### src/pkg/bpel_pkg.sv
package bpel_pkg;

  // ==========================================================
  // widths and counts
  localparam int NUM_IN = 4;
  localparam int TIME_W = 16;
  // prepurge time base: one tick per 100 ms
  localparam int TICK_MS = 100;
  localparam int CLK_KHZ = 25000;
  localparam int TICK_CYC = TICK_MS * CLK_KHZ;
  localparam logic [TIME_W-1:0] PP_CNT_RST = 16'h0000;
  localparam logic FLAG_RST = 1'b0;

  // ==========================================================
  // input function codes
  typedef enum logic [2:0] {
    BPEL_FN_NONE = 3'h0,
    BPEL_FN_AIR_SW = 3'h1,
    BPEL_FN_PURGE_START = 3'h2,
    BPEL_FN_PP_COND = 3'h3,
    BPEL_FN_IL_PP_COND = 3'h4
  } bpel_fn_t;

  // check cancel condition
  typedef enum logic [1:0] {
    BPEL_CC_START_OFF = 2'h0,
    BPEL_CC_BLOWER_OFF = 2'h1,
    BPEL_CC_OTHER = 2'h2
  } bpel_cancel_t;

  // blower sync source
  typedef enum logic [1:0] {
    BPEL_BS_INTERNAL = 2'h0,
    BPEL_BS_INPUT = 2'h1,
    BPEL_BS_PARTNER = 2'h2
  } bpel_bsrc_t;

  typedef struct packed {
    bpel_fn_t [NUM_IN-1:0] in_fn;
    logic air_check_en;
    bpel_cancel_t cancel_cond;
    bpel_bsrc_t blower_src;
    logic [1:0] blower_in_sel;
    logic [1:0] high_fire_sel;
    logic [1:0] low_fire_sel;
    logic [TIME_W-1:0] pp_time;
    logic [TIME_W-1:0] pp_time_trial;
  } bpel_cfg_t;

  typedef struct packed {
    logic startup_on_set;
    logic startup_on_reset;
    logic startup_with_air;
    logic startup_without_air;
    logic startup_off;
    logic lockout;
    logic err_cancel;
    logic air_sw_on;
    logic air_sw_off;
    logic purge_start_on;
    logic purge_start_off;
    logic pp_cond_ok;
    logic pp_cond_ng;
    logic pp_time_passed;
    logic blower_on;
    logic blower_off;
  } bpel_evt_t;

endpackage

### src/design/bpel_event_logic.sv
`timescale 1ns/1ps
// How it works
// RULE1 - startup-on with flag set when start conditions met and flag set
// RULE2 - startup-on with flag reset when start conditions met and flag clear
// RULE3 - no-air setup only if check off, no air input, start-off cancel, internal
// RULE4 - any of those four differing means startup has air setup
// RULE5 - startup-off event when start conditions stop being met, or are not met in the first cycle after reset
// RULE6 - lockout on lockout-class error; cancel event only on proper reset
// RULE7 - air switch on/off events from inputs assigned the air function
// RULE8 - purge-count-start on/off events from inputs with that function
// RULE9 - prepurge ok when all condition inputs on and no fire position on
// RULE10 - prepurge passed after normal time, or trial time in trial mode
// RULE11 - blower on/off events from the selected blower sync source
// RULE12 - air-off confirmation flag cleared at power-up
// RULE13 - flag-set action marks confirmation done; flag-reset marks not done
// RULE14 - prepurge initialization forces the timing counter to zero
// RULE15 - blower-off confirmation clears the flag only if blower is already off at that action
// RULE16 - blower-off cancel mode: rise of interlock-open error with air switch off clears the set flag
// RULE17 - counter steps on each tick in prepurge up to the setting; passes at the setting
module bpel_event_logic (
  // clock and reset
  input wire logic CLK,
  input wire logic RESET,
  input wire logic CE,
  // field pins
  input wire logic [bpel_pkg::NUM_IN-1:0] FIELD_IN,
  // configuration
  input wire bpel_pkg::bpel_cfg_t CFG,
  input wire logic TRIAL_MODE,
  // partner and sequencer
  input wire logic START_COND,
  input wire logic PARTNER_BLOWER,
  input wire logic INTERNAL_BLOWER,
  input wire logic ERR_LOCKOUT,
  input wire logic ERR_CLEARED_PROPER,
  input wire logic INTERLOCK_INPUT_OPEN_ERROR,
  // actions
  input wire logic ACT_FLAG_SET,
  input wire logic ACT_FLAG_RESET,
  input wire logic ACT_PP_INIT,
  input wire logic ACT_BLOWER_OFF_CONFIRM,
  input wire logic PURGE_RUN,
  // results
  output bpel_pkg::bpel_evt_t EVT,
  output logic AIR_OFF_CONFIRMED,
  output logic [bpel_pkg::TIME_W-1:0] PP_COUNT
);

  // ==========================================================
  // functions
  function automatic logic [bpel_pkg::NUM_IN-1:0] fn_mask(
    input bpel_pkg::bpel_cfg_t cfg,
    input bpel_pkg::bpel_fn_t fn
  );
    logic [bpel_pkg::NUM_IN-1:0] m;
    m = '0;
    for (int i = 0; i < bpel_pkg::NUM_IN; i++)
    begin
      m[i] = (cfg.in_fn[i] == fn);
    end
    return m;
  endfunction

  // ==========================================================
  // input synchronisation
  logic [bpel_pkg::NUM_IN-1:0] pin_s;

  bpel_sync #(
    .W(bpel_pkg::NUM_IN)
  ) u_sync (
    .clk(CLK),
    .reset(RESET),
    .ce(CE),
    .din(FIELD_IN),
    .dout(pin_s)
  );

  // ==========================================================
  // decoded levels
  logic [bpel_pkg::NUM_IN-1:0] air_m;
  logic [bpel_pkg::NUM_IN-1:0] purge_m;
  logic [bpel_pkg::NUM_IN-1:0] cond_m;
  logic air_on;
  logic purge_on;
  logic pp_ok;
  logic blower_lvl;
  logic no_air_setup;
  logic [bpel_pkg::TIME_W-1:0] pp_limit;

  always_comb
  begin
    air_m = fn_mask(CFG, bpel_pkg::BPEL_FN_AIR_SW);
    purge_m = fn_mask(CFG, bpel_pkg::BPEL_FN_PURGE_START);
    cond_m = fn_mask(CFG, bpel_pkg::BPEL_FN_PP_COND)
      | fn_mask(CFG, bpel_pkg::BPEL_FN_IL_PP_COND);
    air_on = (air_m != '0) && ((pin_s & air_m) == air_m); // [RULE7]
    purge_on = (purge_m != '0)
      && ((pin_s & purge_m) == purge_m); // [RULE8]
    pp_ok = ((pin_s & cond_m) == cond_m)
      && !pin_s[CFG.high_fire_sel]
      && !pin_s[CFG.low_fire_sel]; // [RULE9]
    case (CFG.blower_src) // [RULE11]
      bpel_pkg::BPEL_BS_INTERNAL: blower_lvl = INTERNAL_BLOWER;
      bpel_pkg::BPEL_BS_INPUT: blower_lvl = pin_s[CFG.blower_in_sel];
      bpel_pkg::BPEL_BS_PARTNER: blower_lvl = PARTNER_BLOWER;
      default: blower_lvl = INTERNAL_BLOWER;
    endcase
    no_air_setup = !CFG.air_check_en && (air_m == '0)
      && (CFG.cancel_cond == bpel_pkg::BPEL_CC_START_OFF)
      && (CFG.blower_src == bpel_pkg::BPEL_BS_INTERNAL); // [RULE3]
    pp_limit = TRIAL_MODE ? CFG.pp_time_trial : CFG.pp_time; // [RULE10]
  end

  // ==========================================================
  // previous levels for edge events
  logic start_q;
  logic air_q;
  logic purge_q;
  logic pp_q;
  logic blower_q;
  logic lock_q;
  logic clr_q;
  logic primed_q;

  always_ff @(posedge CLK)
  begin
    if (RESET)
    begin
      start_q <= 1'b0;
      air_q <= 1'b0;
      purge_q <= 1'b0;
      pp_q <= 1'b0;
      blower_q <= 1'b0;
      lock_q <= 1'b0;
      clr_q <= 1'b0;
      primed_q <= 1'b0;
    end
    else if (CE)
    begin
      start_q <= START_COND;
      air_q <= air_on;
      purge_q <= purge_on;
      pp_q <= pp_ok;
      blower_q <= blower_lvl;
      lock_q <= ERR_LOCKOUT;
      clr_q <= ERR_CLEARED_PROPER;
      primed_q <= 1'b1;
    end
  end

  // ==========================================================
  // air pressure off confirmation flag
  logic flag_q;
  logic flag_d;
  logic ilo_q;

  always_ff @(posedge CLK)
  begin
    if (RESET)
    begin
      ilo_q <= 1'b0;
    end
    else if (CE)
    begin
      ilo_q <= INTERLOCK_INPUT_OPEN_ERROR;
    end
  end

  always_comb
  begin
    flag_d = flag_q;
    if (ACT_FLAG_RESET)
    begin
      flag_d = 1'b0; // [RULE13]
    end
    if (ACT_BLOWER_OFF_CONFIRM && !blower_lvl)
    begin
      flag_d = 1'b0; // [RULE15]
    end
    if ((CFG.cancel_cond == bpel_pkg::BPEL_CC_BLOWER_OFF)
      && INTERLOCK_INPUT_OPEN_ERROR && !ilo_q && !air_on)
    begin
      flag_d = 1'b0; // [RULE16]
    end
    if (ACT_FLAG_SET)
    begin
      flag_d = 1'b1; // [RULE13]
    end
  end

  always_ff @(posedge CLK)
  begin
    if (RESET)
    begin
      flag_q <= bpel_pkg::FLAG_RST; // [RULE12]
    end
    else if (CE)
    begin
      flag_q <= flag_d;
    end
  end

  assign AIR_OFF_CONFIRMED = flag_q;

  // ==========================================================
  // prepurge time base and counter
  logic [31:0] tick_q;
  logic tick;
  logic [bpel_pkg::TIME_W-1:0] pp_q_cnt;
  logic passed_q;

  assign tick = (tick_q == 32'(bpel_pkg::TICK_CYC - 1));

  always_ff @(posedge CLK)
  begin
    if (RESET)
    begin
      tick_q <= '0;
    end
    else if (CE)
    begin
      if (tick || ACT_PP_INIT || !PURGE_RUN)
      begin
        tick_q <= '0;
      end
      else
      begin
        tick_q <= tick_q + 32'h1;
      end
    end
  end

  always_ff @(posedge CLK)
  begin
    if (RESET)
    begin
      pp_q_cnt <= bpel_pkg::PP_CNT_RST;
      passed_q <= 1'b0;
    end
    else if (CE)
    begin
      if (ACT_PP_INIT)
      begin
        pp_q_cnt <= bpel_pkg::PP_CNT_RST; // [RULE14]
        passed_q <= 1'b0;
      end
      else if (PURGE_RUN && tick && (pp_q_cnt < pp_limit))
      begin
        pp_q_cnt <= pp_q_cnt + 16'h1; // [RULE17]
      end
      passed_q <= !ACT_PP_INIT && PURGE_RUN
        && (pp_q_cnt >= pp_limit); // [RULE17]
    end
  end

  assign PP_COUNT = pp_q_cnt;

  // ==========================================================
  // registered event pulses
  always_ff @(posedge CLK)
  begin
    if (RESET)
    begin
      EVT <= '0;
    end
    else if (CE)
    begin
      EVT.startup_on_set <= START_COND && !start_q && flag_q; // [RULE1]
      EVT.startup_on_reset <= START_COND && !start_q && !flag_q; // [RULE2]
      EVT.startup_without_air <= START_COND && !start_q
        && no_air_setup; // [RULE3]
      EVT.startup_with_air <= START_COND && !start_q
        && !no_air_setup; // [RULE4]
      EVT.startup_off <= !START_COND && (start_q || !primed_q); // [RULE5]
      EVT.lockout <= ERR_LOCKOUT && !lock_q; // [RULE6]
      EVT.err_cancel <= ERR_CLEARED_PROPER && !clr_q; // [RULE6]
      EVT.air_sw_on <= air_on && !air_q; // [RULE7]
      EVT.air_sw_off <= !air_on && air_q; // [RULE7]
      EVT.purge_start_on <= purge_on && !purge_q; // [RULE8]
      EVT.purge_start_off <= !purge_on && purge_q; // [RULE8]
      EVT.pp_cond_ok <= pp_ok && !pp_q; // [RULE9]
      EVT.pp_cond_ng <= !pp_ok && (pp_q || !primed_q); // [RULE9]
      EVT.pp_time_passed <= passed_q == 1'b0 && !ACT_PP_INIT && PURGE_RUN
        && (pp_q_cnt >= pp_limit); // [RULE10]
      EVT.blower_on <= blower_lvl && !blower_q; // [RULE11]
      EVT.blower_off <= !blower_lvl && blower_q; // [RULE11]
    end
  end

endmodule // bpel_event_logic

### src/design/bpel_sync.sv
`timescale 1ns/1ps
// ==========================================================
// three-stage pin synchroniser with agreement filter
module bpel_sync #(
  parameter int W = 4
) (
  // clocking
  input wire logic clk,
  input wire logic reset,
  input wire logic ce,
  // data
  input wire logic [W-1:0] din,
  output logic [W-1:0] dout
);

  logic [W-1:0] s1_q;
  logic [W-1:0] s2_q;
  logic [W-1:0] s3_q;

  always_ff @(posedge clk)
  begin
    if (reset)
    begin
      s1_q <= '0;
      s2_q <= '0;
      s3_q <= '0;
      dout <= '0;
    end
    else if (ce)
    begin
      s1_q <= din;
      s2_q <= s1_q;
      s3_q <= s2_q;
      for (int i = 0; i < W; i++)
      begin
        if (s2_q[i] == s3_q[i])
        begin
          dout[i] <= s3_q[i];
        end
      end
    end
  end

endmodule // bpel_sync

### config.mk
export PLATFORM = sky130hd
export DESIGN_NAME = bpel_event_logic
export DESIGN_NICKNAME = d
export VERILOG_FILES = /design/src/pkg/bpel_pkg.sv /design/src/design/bpel_event_logic.sv /design/src/design/bpel_sync.sv
export SDC_FILE = /design/constraint.sdc
export NUM_CORES = 1
export LEC_CHECK = 0
export BUFFER_PORTS_ARGS = -buffer_cell sky130_fd_sc_hd__buf_4
export CELL_PAD_IN_SITES_DETAIL_PLACEMENT = 0
export CELL_PAD_IN_SITES_GLOBAL_PLACEMENT = 1
export CORE_AREA = 5 5 101 141
export CTS_CLUSTER_DIAMETER = 120
export DETAILED_ROUTE_END_ITERATION = 8
export DIE_AREA = 0 0 106 146
export GPL_TIMING_DRIVEN = 0
export PLACE_DENSITY = 0.84
export SYNTH_ARGS = -nofsm -noshare
export SYNTH_HDL_FRONTEND = slang
export SYNTH_HIERARCHICAL = 1
export SYNTH_SLANG_ARGS = --single-unit
### constraint.sdc
create_clock -name CLK -period 4.55 [get_ports CLK]
set_input_delay 0.91 -clock CLK [delete_from_list [all_inputs] [get_ports CLK]]
set_output_delay 0.91 -clock CLK [all_outputs]
set_load 0.05 [all_outputs]
==> results of run 1 <==
[cell type report]
class	count	area share
flip-flops and latches	91	0.2855
clock inverters	4	0.004118
plain buffers	20	0.01608
inverters	25	0.01471
clock buffers	12	0.03863
well taps	153	0.03001
multi-input cells	452	0.4874
repair buffers	105	0.1236
[worst max-delay path by stage]
stage	startpoint	slack, ps	to	cells after the start
after CTS	TRIAL_MODE	640	PP_COUNT[7]	10
after global placement	TRIAL_MODE	380	PP_COUNT[7]	10
final	TRIAL_MODE	690	PP_COUNT[7]	10
after floorplan	TRIAL_MODE	860	PP_COUNT[1]	11
after detailed placement	TRIAL_MODE	290	PP_COUNT[7]	10
after global routing	TRIAL_MODE	430	PP_COUNT[7]	10
[sequential cells by signal, summed over array words and instances (netlist names), 4 cells and up]
| signal | flops |
|---|---|
| PP_COUNT | 16 |
| tick_q | 32 |
| u_sync/s2_q | 4 |
| EVT | 16 |
| u_sync/dout | 4 |
| u_sync/s1_q | 4 |
| u_sync/s3_q | 4 |
[metrics by stage]
| stage | std cells | instance area [um^2] | worst slack, ps | hold WS (ps) | util |
|---|---|---|---|---|---|
| floorplan | 588 | 5127 | 859.0 | 445.3 | - |
| global placement | 846 | 6107 | 381.7 | 449.5 | 0.4789 |
| detailed placement | 846 | 6107 | 285.8 | 453.9 | 0.4789 |
| CTS | 862 | 6380 | 644.5 | 462.1 | 0.5003 |
| global route | 862 | 6380 | 429.4 | 491.5 | 0.5003 |
| finish | 862 | 6380 | 686.5 | 461.7 | 0.5003 |
[layout by cell type (no fill, tap or decap), drive strengths merged, types with 10 or more instances in the layout]
cell type | netlist | final
nor4b | 10 | 10
ha | 21 | 21
nor2 | 68 | 68
buf | 9 | 114
nand3 | 24 | 24
or3 | 10 | 10
inv | 25 | 25
nand4 | 26 | 26
nand2 | 52 | 52
a21oi | 38 | 38
dfxtp | 91 | 91
nor3 | 10 | 10
nor2b | 14 | 14
clkbuf | 11 | 23
o21ai | 15 | 15
xnor2 | 18 | 18
mux2i | 36 | 36
[critical path, delay by kind of cell]
family                     cells  cell delay, ps
adders and majority gates      1             280
muxes                          1             270
AOI/OAI and AO/OA              3             820
and+or+nand+nor                3             950
buffers and inverters          2             920
[synthesized netlist by cell type, types with 3 or more instances]
| library cell | n |
|---|---|
| ha_1 | 21 |
| nor4_1 | 7 |
| nand4_1 | 22 |
| nor4b_1 | 8 |
| inv_1 | 25 |
| nor2b_4 | 4 |
| o22ai_1 | 4 |
| nand2b_1 | 8 |
| mux2_2 | 3 |
| a2bb2oi_1 | 3 |
| nand4_2 | 4 |
| a21oi_1 | 37 |
| or3_1 | 10 |
| nor2b_1 | 10 |
| mux2i_1 | 36 |
| o21ai_0 | 14 |
| o32ai_2 | 4 |
| a22oi_1 | 3 |
| and4_1 | 3 |
| and4bb_1 | 3 |
| xor2_1 | 9 |
| nor2_1 | 68 |
| buf_6 | 3 |
| nor3_1 | 9 |
| xnor2_1 | 18 |
| or4_1 | 5 |
| nand3b_1 | 6 |
| nand2_1 | 52 |
| dfxtp_1 | 91 |
| o211ai_1 | 6 |
| buf_1 | 4 |
| o41ai_1 | 3 |
| nor3b_1 | 9 |
| clkbuf_1 | 11 |
| nand3_1 | 24 |
| and2_1 | 3 |
[power groups by stage]
stage,clock network [uW],logic [uW],registers (uW)
2_1_floorplan,0,105,866
3_3_place_gp,0,219,843
3_5_place_dp,0,225,844
4_1_cts,702,225,826
5_1_grt,735,246,828
6_report,690,223,826
[cells by family after synthesis]
group                    Yosys count  synth area share
AO/OA/AOI/OAI                     93            0.1254
multiplexers                      41           0.08346
flip-flops                        91            0.3553
AND/OR/NAND/NOR                  270            0.3001
XOR/XNOR                          27           0.04612
buffers and inverters             45           0.03831
adder cells (fa/ha/maj)           21           0.05124
[per-layer routing]
| layer | vias up | routed length (um) |
|---|---|---|
| li1 | 2357 | - |
| met1 | 2280 | 5329 |
| met2 | 122 | 6996 |
| met3 | 30 | 624 |
| met4 | 0 | 426 |
| met5 | - | 0 |
==> impl_metrics.yaml, run 1 <==
run_status:
  outcome: "finished clean"
power:
  leakage_uw: 0.002521
  ir_drop_mv: 0.1672
  combPwrFrac: 0.128
  p_switching_uw: 437.5
  power.internal_uw: 1301
  p_clk_frac: 0.397
  p_total_uw: 1739
  seqPwrFrac: 0.475
  p_per_area_mw_per_mm2: 272.5
  p_sw_frac: 0.2516
critical_path:
  crit_arrival_ps: 4150
  crit_path_start_kind: "input port"
  end_kind: "flip-flop"
  r2r_slack_ps: 1970
  crit_chain: "clkbuf_1, buf_1, mux2i_1, ha_1, a21oi_1, o21ai_0, a221oi_4, nand3_1, or4_1, nand3_1"
  r2r_cells: 7
  r2r_start: "PP_COUNT[7]"
  crit_fanout: 10
  critPathMostFrequentCell: "nand3_1"
  r2r-end: "PP_COUNT[7]"
  slowest_delay_ps: 590
  crit_type: "input port to flip-flop"
  required_ps: 4840
  slowest_stage: "buf_1"
floorplanning:
  io_pins: 107
  die_w_um: 106
  die_h_um: 146
  initial_core_util: 0.4021
  dieArea_mm2: 0.01548
  rows: 49
  core_mm2: 0.01275
layout:
  multi_input_area_mm2: 0.003109
  fin_nets: 799
  drive_gt1_frac: 0.2144
  fill_cells: 1220
  areaGrowthSynthToFinish_pct: 24.43
  num_antenna_cells: 0
  final-seq-area_mm2: 0.001822
placed_design:
  dp_hpwl_um: 10490
  place.gp.congestion: 0.8342
  numPortBuffers: 105
sta:
  clock_skew_ps: 3.802
  drv_slew: 0
  finalSetupViolCount: 0
  setup_tns_ps: 0
  hold_viol: 0
  max_slew_margin: 0.4603
  fin_crit_ps: 3864
  rsz0062_at_grt: "false"
  clock.fmax_mhz: 258.8
  timing.final.crit_share: 0.8491
  worstMarginPinSlew_ps: 798.3
clocking:
  h-tree-depth: 3
  clk_pin_slew_worst_paths_ps: 60
  ctsResizeCount: 0
  hold_buffers: 0
  root_buffer: "clkbuf_16"
  insertion_delay_ps: 340
  post_cts_buffers: 0
  clkSinkCount: 91
  tritoncts: "built"
  cts_buffer_depth: 2
  cts_buffers: 9
yosys:
  synth_top_area_cell: "dfxtp_1"
  yosysWarnings: 6
  ys_seq_elements: 91
  yosysTopAreaCellShare: 0.3553
  synth_cells: 588
  seq_area_frac_synth: 0.3553
  async_flop_share: 0
  ys.flop_type: "dfxtp_1"
  synth_nets: 683
  yosysUniqueCellTypes: 65
  syn_avg_cell_area_um2: 8.720
  synth_area_mm2: 0.005127
  synthTopCellsByArea: "dfxtp_1, mux2i_1, ha_1"
  synth-edff-count: 0
global_routing:
  grt_max_degree: 15
  use_met1: 0.1994
  overflow: 0
  track_usage: 0.1779
  first_global_vias: 4818
  met3_usage: 0.03950
  grt_util_met2: 0.3199
  antenna_found_initial: 0
  grt_pass1_wl_um: 22700
  busiest_layer: "met2"
drt:
  drtPass1Iterations: 5
  postRouteAntennaNets: 0
  dr.first_iter.drc_count: 223
  wire_per_inst_um: 15.52
  via_per_inst: 5.556
  drc: 0
  vias: 4789
  wl_um: 13380
worst_hold_path:
  min_path_type: "flip-flop to flip-flop"
  hold_path_depth: 2
  hold_start: "EVT[14]"
  min_to: "EVT[14]"
run:
  max_cap_violations: 0
Note: power is estimated with default switching activity, not from simulation.
==> run 2: changes to the inputs <==
Clock period 4.55 ns to 3.9 ns, I/O delays scaled along.
==> impl_metrics.yaml, run 2 (synthesized netlist as in run 1, its figures left out) <==
clocking:
  cts_buffers: 9
  ctsResizeCount: 0
  h-tree-depth: 3
  cts_buffer_depth: 2
  insertion_delay_ps: 340
  root_buffer: "clkbuf_16"
  clkSinkCount: 91
  tritoncts: "built"
  hold_buffers: 0
  clk_pin_slew_worst_paths_ps: 60
  post_cts_buffers: 0
power:
  p_sw_frac: 0.2516
  combPwrFrac: 0.128
  leakage_uw: 0.002524
  seqPwrFrac: 0.475
  ir_drop_mv: 0.1948
  p_clk_frac: 0.397
  p_switching_uw: 510.3
  p_per_area_mw_per_mm2: 317.9
  power.internal_uw: 1518
global_routing:
  grt_max_degree: 15
  track_usage: 0.1779
  antenna_found_initial: 0
  first_global_vias: 4818
  grt_pass1_wl_um: 22700
  overflow: 0
layout:
  largest_register: "tick_q"
  num_antenna_cells: 0
  largest_reg_flops: 32
  fin_nets: 799
  final_common_cell: "buf_4"
  final_core_util: 0.5004
  layout_common_cells: "buf_4, dfxtp_1, nor2_1, nand2_1, a21oi_1"
  fill_cells: 1219
  stdcell_count: 862
  drive_gt1_frac: 0.2158
  areaGrowthSynthToFinish_pct: 24.45
floorplanning:
  core_mm2: 0.01275
  die_w_um: 106
  io_pins: 107
  initial_core_util: 0.4021
  dieArea_mm2: 0.01548
  die_h_um: 146
  rows: 49
placed_design:
  pre_cts_ws_ps: -234.2
  dp.cells: 846
  dp_hpwl_um: 10490
  place.gp.congestion: 0.8342
  numPortBuffers: 105
drt:
  drtPass1Iterations: 5
  vias: 4792
  wire_per_inst_um: 15.50
  postRouteAntennaNets: 0
  dr.first_iter.drc_count: 223
  wl_um: 13360
  via_per_inst: 5.559
  drc: 0
sta:
  max_slew_margin: 0.4603
  hold_viol: 0
  drv_slew: 0
  timing.final.crit_share: 0.8958
  worst_slack_ps: 406.4
  fin_crit_ps: 3494
  finalSetupViolCount: 0
  rsz0062_at_grt: "false"
  clock.fmax_mhz: 286.2
  hold-worst-slack_ps: 461.7
  worstMarginPinSlew_ps: 798.3
  clock_skew_ps: 3.895
run_status:
  outcome: "finished clean"
critical_path:
  crit_fanout: 10
  crit_path_start_kind: "input port"
  crit_arrival_ps: 3780
  required_ps: 4180
  r2r_slack_ps: 1320
  crit_type: "input port to flip-flop"
  end_kind: "flip-flop"
run:
  max_cap_violations: 0
worst_hold_path:
  min_path_type: "flip-flop to flip-flop"
-- run 2: area by class of cell --
cell class / count / area, um^2 / share of cell area
clock buffers: 12 / 246.5 / 0.03863
plain buffers: 20 / 103.9 / 0.01627
multi-input cells: 452 / 3109 / 0.4873
flip-flops and latches: 91 / 1822 / 0.2855
repair buffers: 105 / 788.3 / 0.1235
clock inverters: 4 / 26.28 / 0.004118
well taps: 153 / 191.4 / 0.03000
inverters: 25 / 93.84 / 0.01471
-- run 2: path summary, 6_finish.rpt --
kind,from,end,cells after the start
worst max-delay path,TRIAL_MODE,PP_COUNT[7],10
worst min-delay path,EVT[14],EVT[14],2
worst max register to register,PP_COUNT[7],PP_COUNT[7],7
worst min register to register,EVT[14],EVT[14],2
-- run 2: critical path, stage by stage --
cell and delay, ps:
clkbuf_1 320, clkbuf_2 390, mux2i_1 240, ha_1 270, a21oi_1 150, o21ai_0 220, a221oi_4 450, nand3_1 310
or4_1 540, nand3_1 90
-- run 2: power by group through the flow --
stage                     Clock [uW]  Combinational [uW]  Sequential (uW)
after floorplan                    0                 122             1010
after global placement             0                 256              983
after detailed placement           0                 262              985
after CTS                        819                 263              964
after global routing             858                 288              966
final                            804                 260              964
-- run 2: metrics by stage --
step	TNS (ps)	power [uW]	area, um^2
after floorplan	0	1133	5127
after global placement	-424.0	1239	6107
after detailed placement	-1375	1247	6107
after CTS	0	2046	6380
after global routing	0	2111	6381
final	0	2029	6381
-- run 2: routing by layer --
layer | global-route usage | vias up | routed length [um]
met5 | 0 | - | 0
met4 | 0.07647 | 0 | 426
li1 | - | 2360 | -
met1 | 0.1994 | 2282 | 5338
met3 | 0.03950 | 30 | 600
met2 | 0.3199 | 120 | 6994
==> run 3: changes to the inputs <==
Settings changed: HOLD_SLACK_MARGIN set to 0.15, MAX_ROUTING_LAYER set to met4.
==> impl_metrics.yaml, run 3 (synthesized netlist as in run 1, its figures left out) <==
layout:
  stdcell_count: 862
  largest_reg_flops: 32
  fill_cells: 1219
  drive_gt1_frac: 0.2158
  largest_register: "tick_q"
  fin_nets: 799
  layout_common_cells: "buf_4, dfxtp_1, nor2_1, nand2_1, a21oi_1"
  final_common_cell: "buf_4"
  num_antenna_cells: 0
  final_core_util: 0.5004
  areaGrowthSynthToFinish_pct: 24.45
sta:
  hold_viol: 0
  worstMarginPinSlew_ps: 804.0
  finalSetupViolCount: 0
  timing.final.crit_share: 0.8980
  worst_slack_ps: 397.9
  rsz0062_at_grt: "false"
  hold-worst-slack_ps: 460.9
  clock_skew_ps: 3.824
  drv_slew: 0
  fin_crit_ps: 3502
  setup_tns_ps: 0
  clock.fmax_mhz: 285.5
  max_slew_margin: 0.4564
worst_hold_path:
  min_path_type: "flip-flop to flip-flop"
  hold_start: "EVT[14]"
  hold_path_depth: 2
clocking:
  tritoncts: "built"
  root_buffer: "clkbuf_16"
  insertion_delay_ps: 340
  clkSinkCount: 91
  cts_buffers: 9
  h-tree-depth: 3
  cts_buffer_depth: 2
  post_cts_buffers: 0
  clk_pin_slew_worst_paths_ps: 60
placed_design:
  dp.cells: 846
  numPortBuffers: 105
  pre_cts_ws_ps: -234.2
  dp_hpwl_um: 10490
  place.gp.congestion: 0.8471
critical_path:
  crit_fanout: 10
  required_ps: 4180
  cp-startpoint: "TRIAL_MODE"
  r2r_cells: 7
  r2r_start: "PP_COUNT[7]"
  end_kind: "flip-flop"
  r2r_slack_ps: 1320
  crit_arrival_ps: 3790
  crit_path_start_kind: "input port"
  crit_type: "input port to flip-flop"
floorplanning:
  die_w_um: 106
  core_mm2: 0.01275
  rows: 49
  dieArea_mm2: 0.01548
  die_h_um: 146
  initial_core_util: 0.4021
  io_pins: 107
drt:
  postRouteAntennaNets: 0
  wire_per_inst_um: 15.50
  drc: 0
  dr.first_iter.drc_count: 220
  wl_um: 13360
  vias: 4778
  drtPass1Iterations: 5
  via_per_inst: 5.543
power:
  leakage_uw: 0.002524
  p_per_area_mw_per_mm2: 317.9
  ir_drop_mv: 0.1945
run_status:
  outcome: "finished clean"
global_routing:
  first_global_vias: 4817
  antenna_found_initial: 0
  grt_pass1_wl_um: 22730
  track_usage: 0.1833
  grt_max_degree: 15
  overflow: 0
run:
  max_cap_violations: 0
-- run 3: final cells by class --
cell class                      instances  area, um^2  share of cell area
Buffer                                 20       103.9             0.01627
Inverter                               25       93.84             0.01471
Timing Repair Buffer                  105       788.3              0.1235
Clock inverter                          4       26.28            0.004118
Multi-Input combinational cell        452        3109              0.4873
Sequential cell                        91        1822              0.2855
Clock buffer                           12       246.5             0.03863
Tap cell                              153       191.4             0.03000
-- run 3: report_power, final --
group          switching (uW)  leakage, uW  internal (uW)
sequential               14.3     0.000738            949
clock                     356     0.000133            449
combinational             140      0.00165            120
total                     510      0.00252           1520
-- run 3: through the flow --
stage | area [um^2] | power, uW
2_1_floorplan | 5127 | 1133
3_3_place_gp | 6107 | 1239
3_5_place_dp | 6107 | 1247
4_1_cts | 6380 | 2046
5_1_grt | 6381 | 2111
6_report | 6381 | 2028
-- run 3: final timing paths --
kind | end
setup / recovery | PP_COUNT[7]
hold / removal | EVT[14]
setup reg to reg | PP_COUNT[7]
hold reg to reg | EVT[14]
-- run 3: what timing repair did --
action,in CTS,in global routing
endpoints found under the setup margin,0,4
gates resized for setup,0,1
hold buffers,0,0
-- run 3: per-layer routing --
layer	vias up	part of all wire	GRT usage
met5	-	0	-
met4	0	0.032	0.08231
met3	32	0.044	0.03551
met2	114	0.52	0.3196
met1	2276	0.40	0.2002
li1	2356	-	-
-- run 3: critical path, stage by stage --
cell and delay, ps:
clkbuf_1 320, clkbuf_2 390, mux2i_1 240, ha_1 270, a21oi_1 150, o21ai_0 220, a221oi_4 450, nand3_1 310
or4_1 550, nand3_1 90
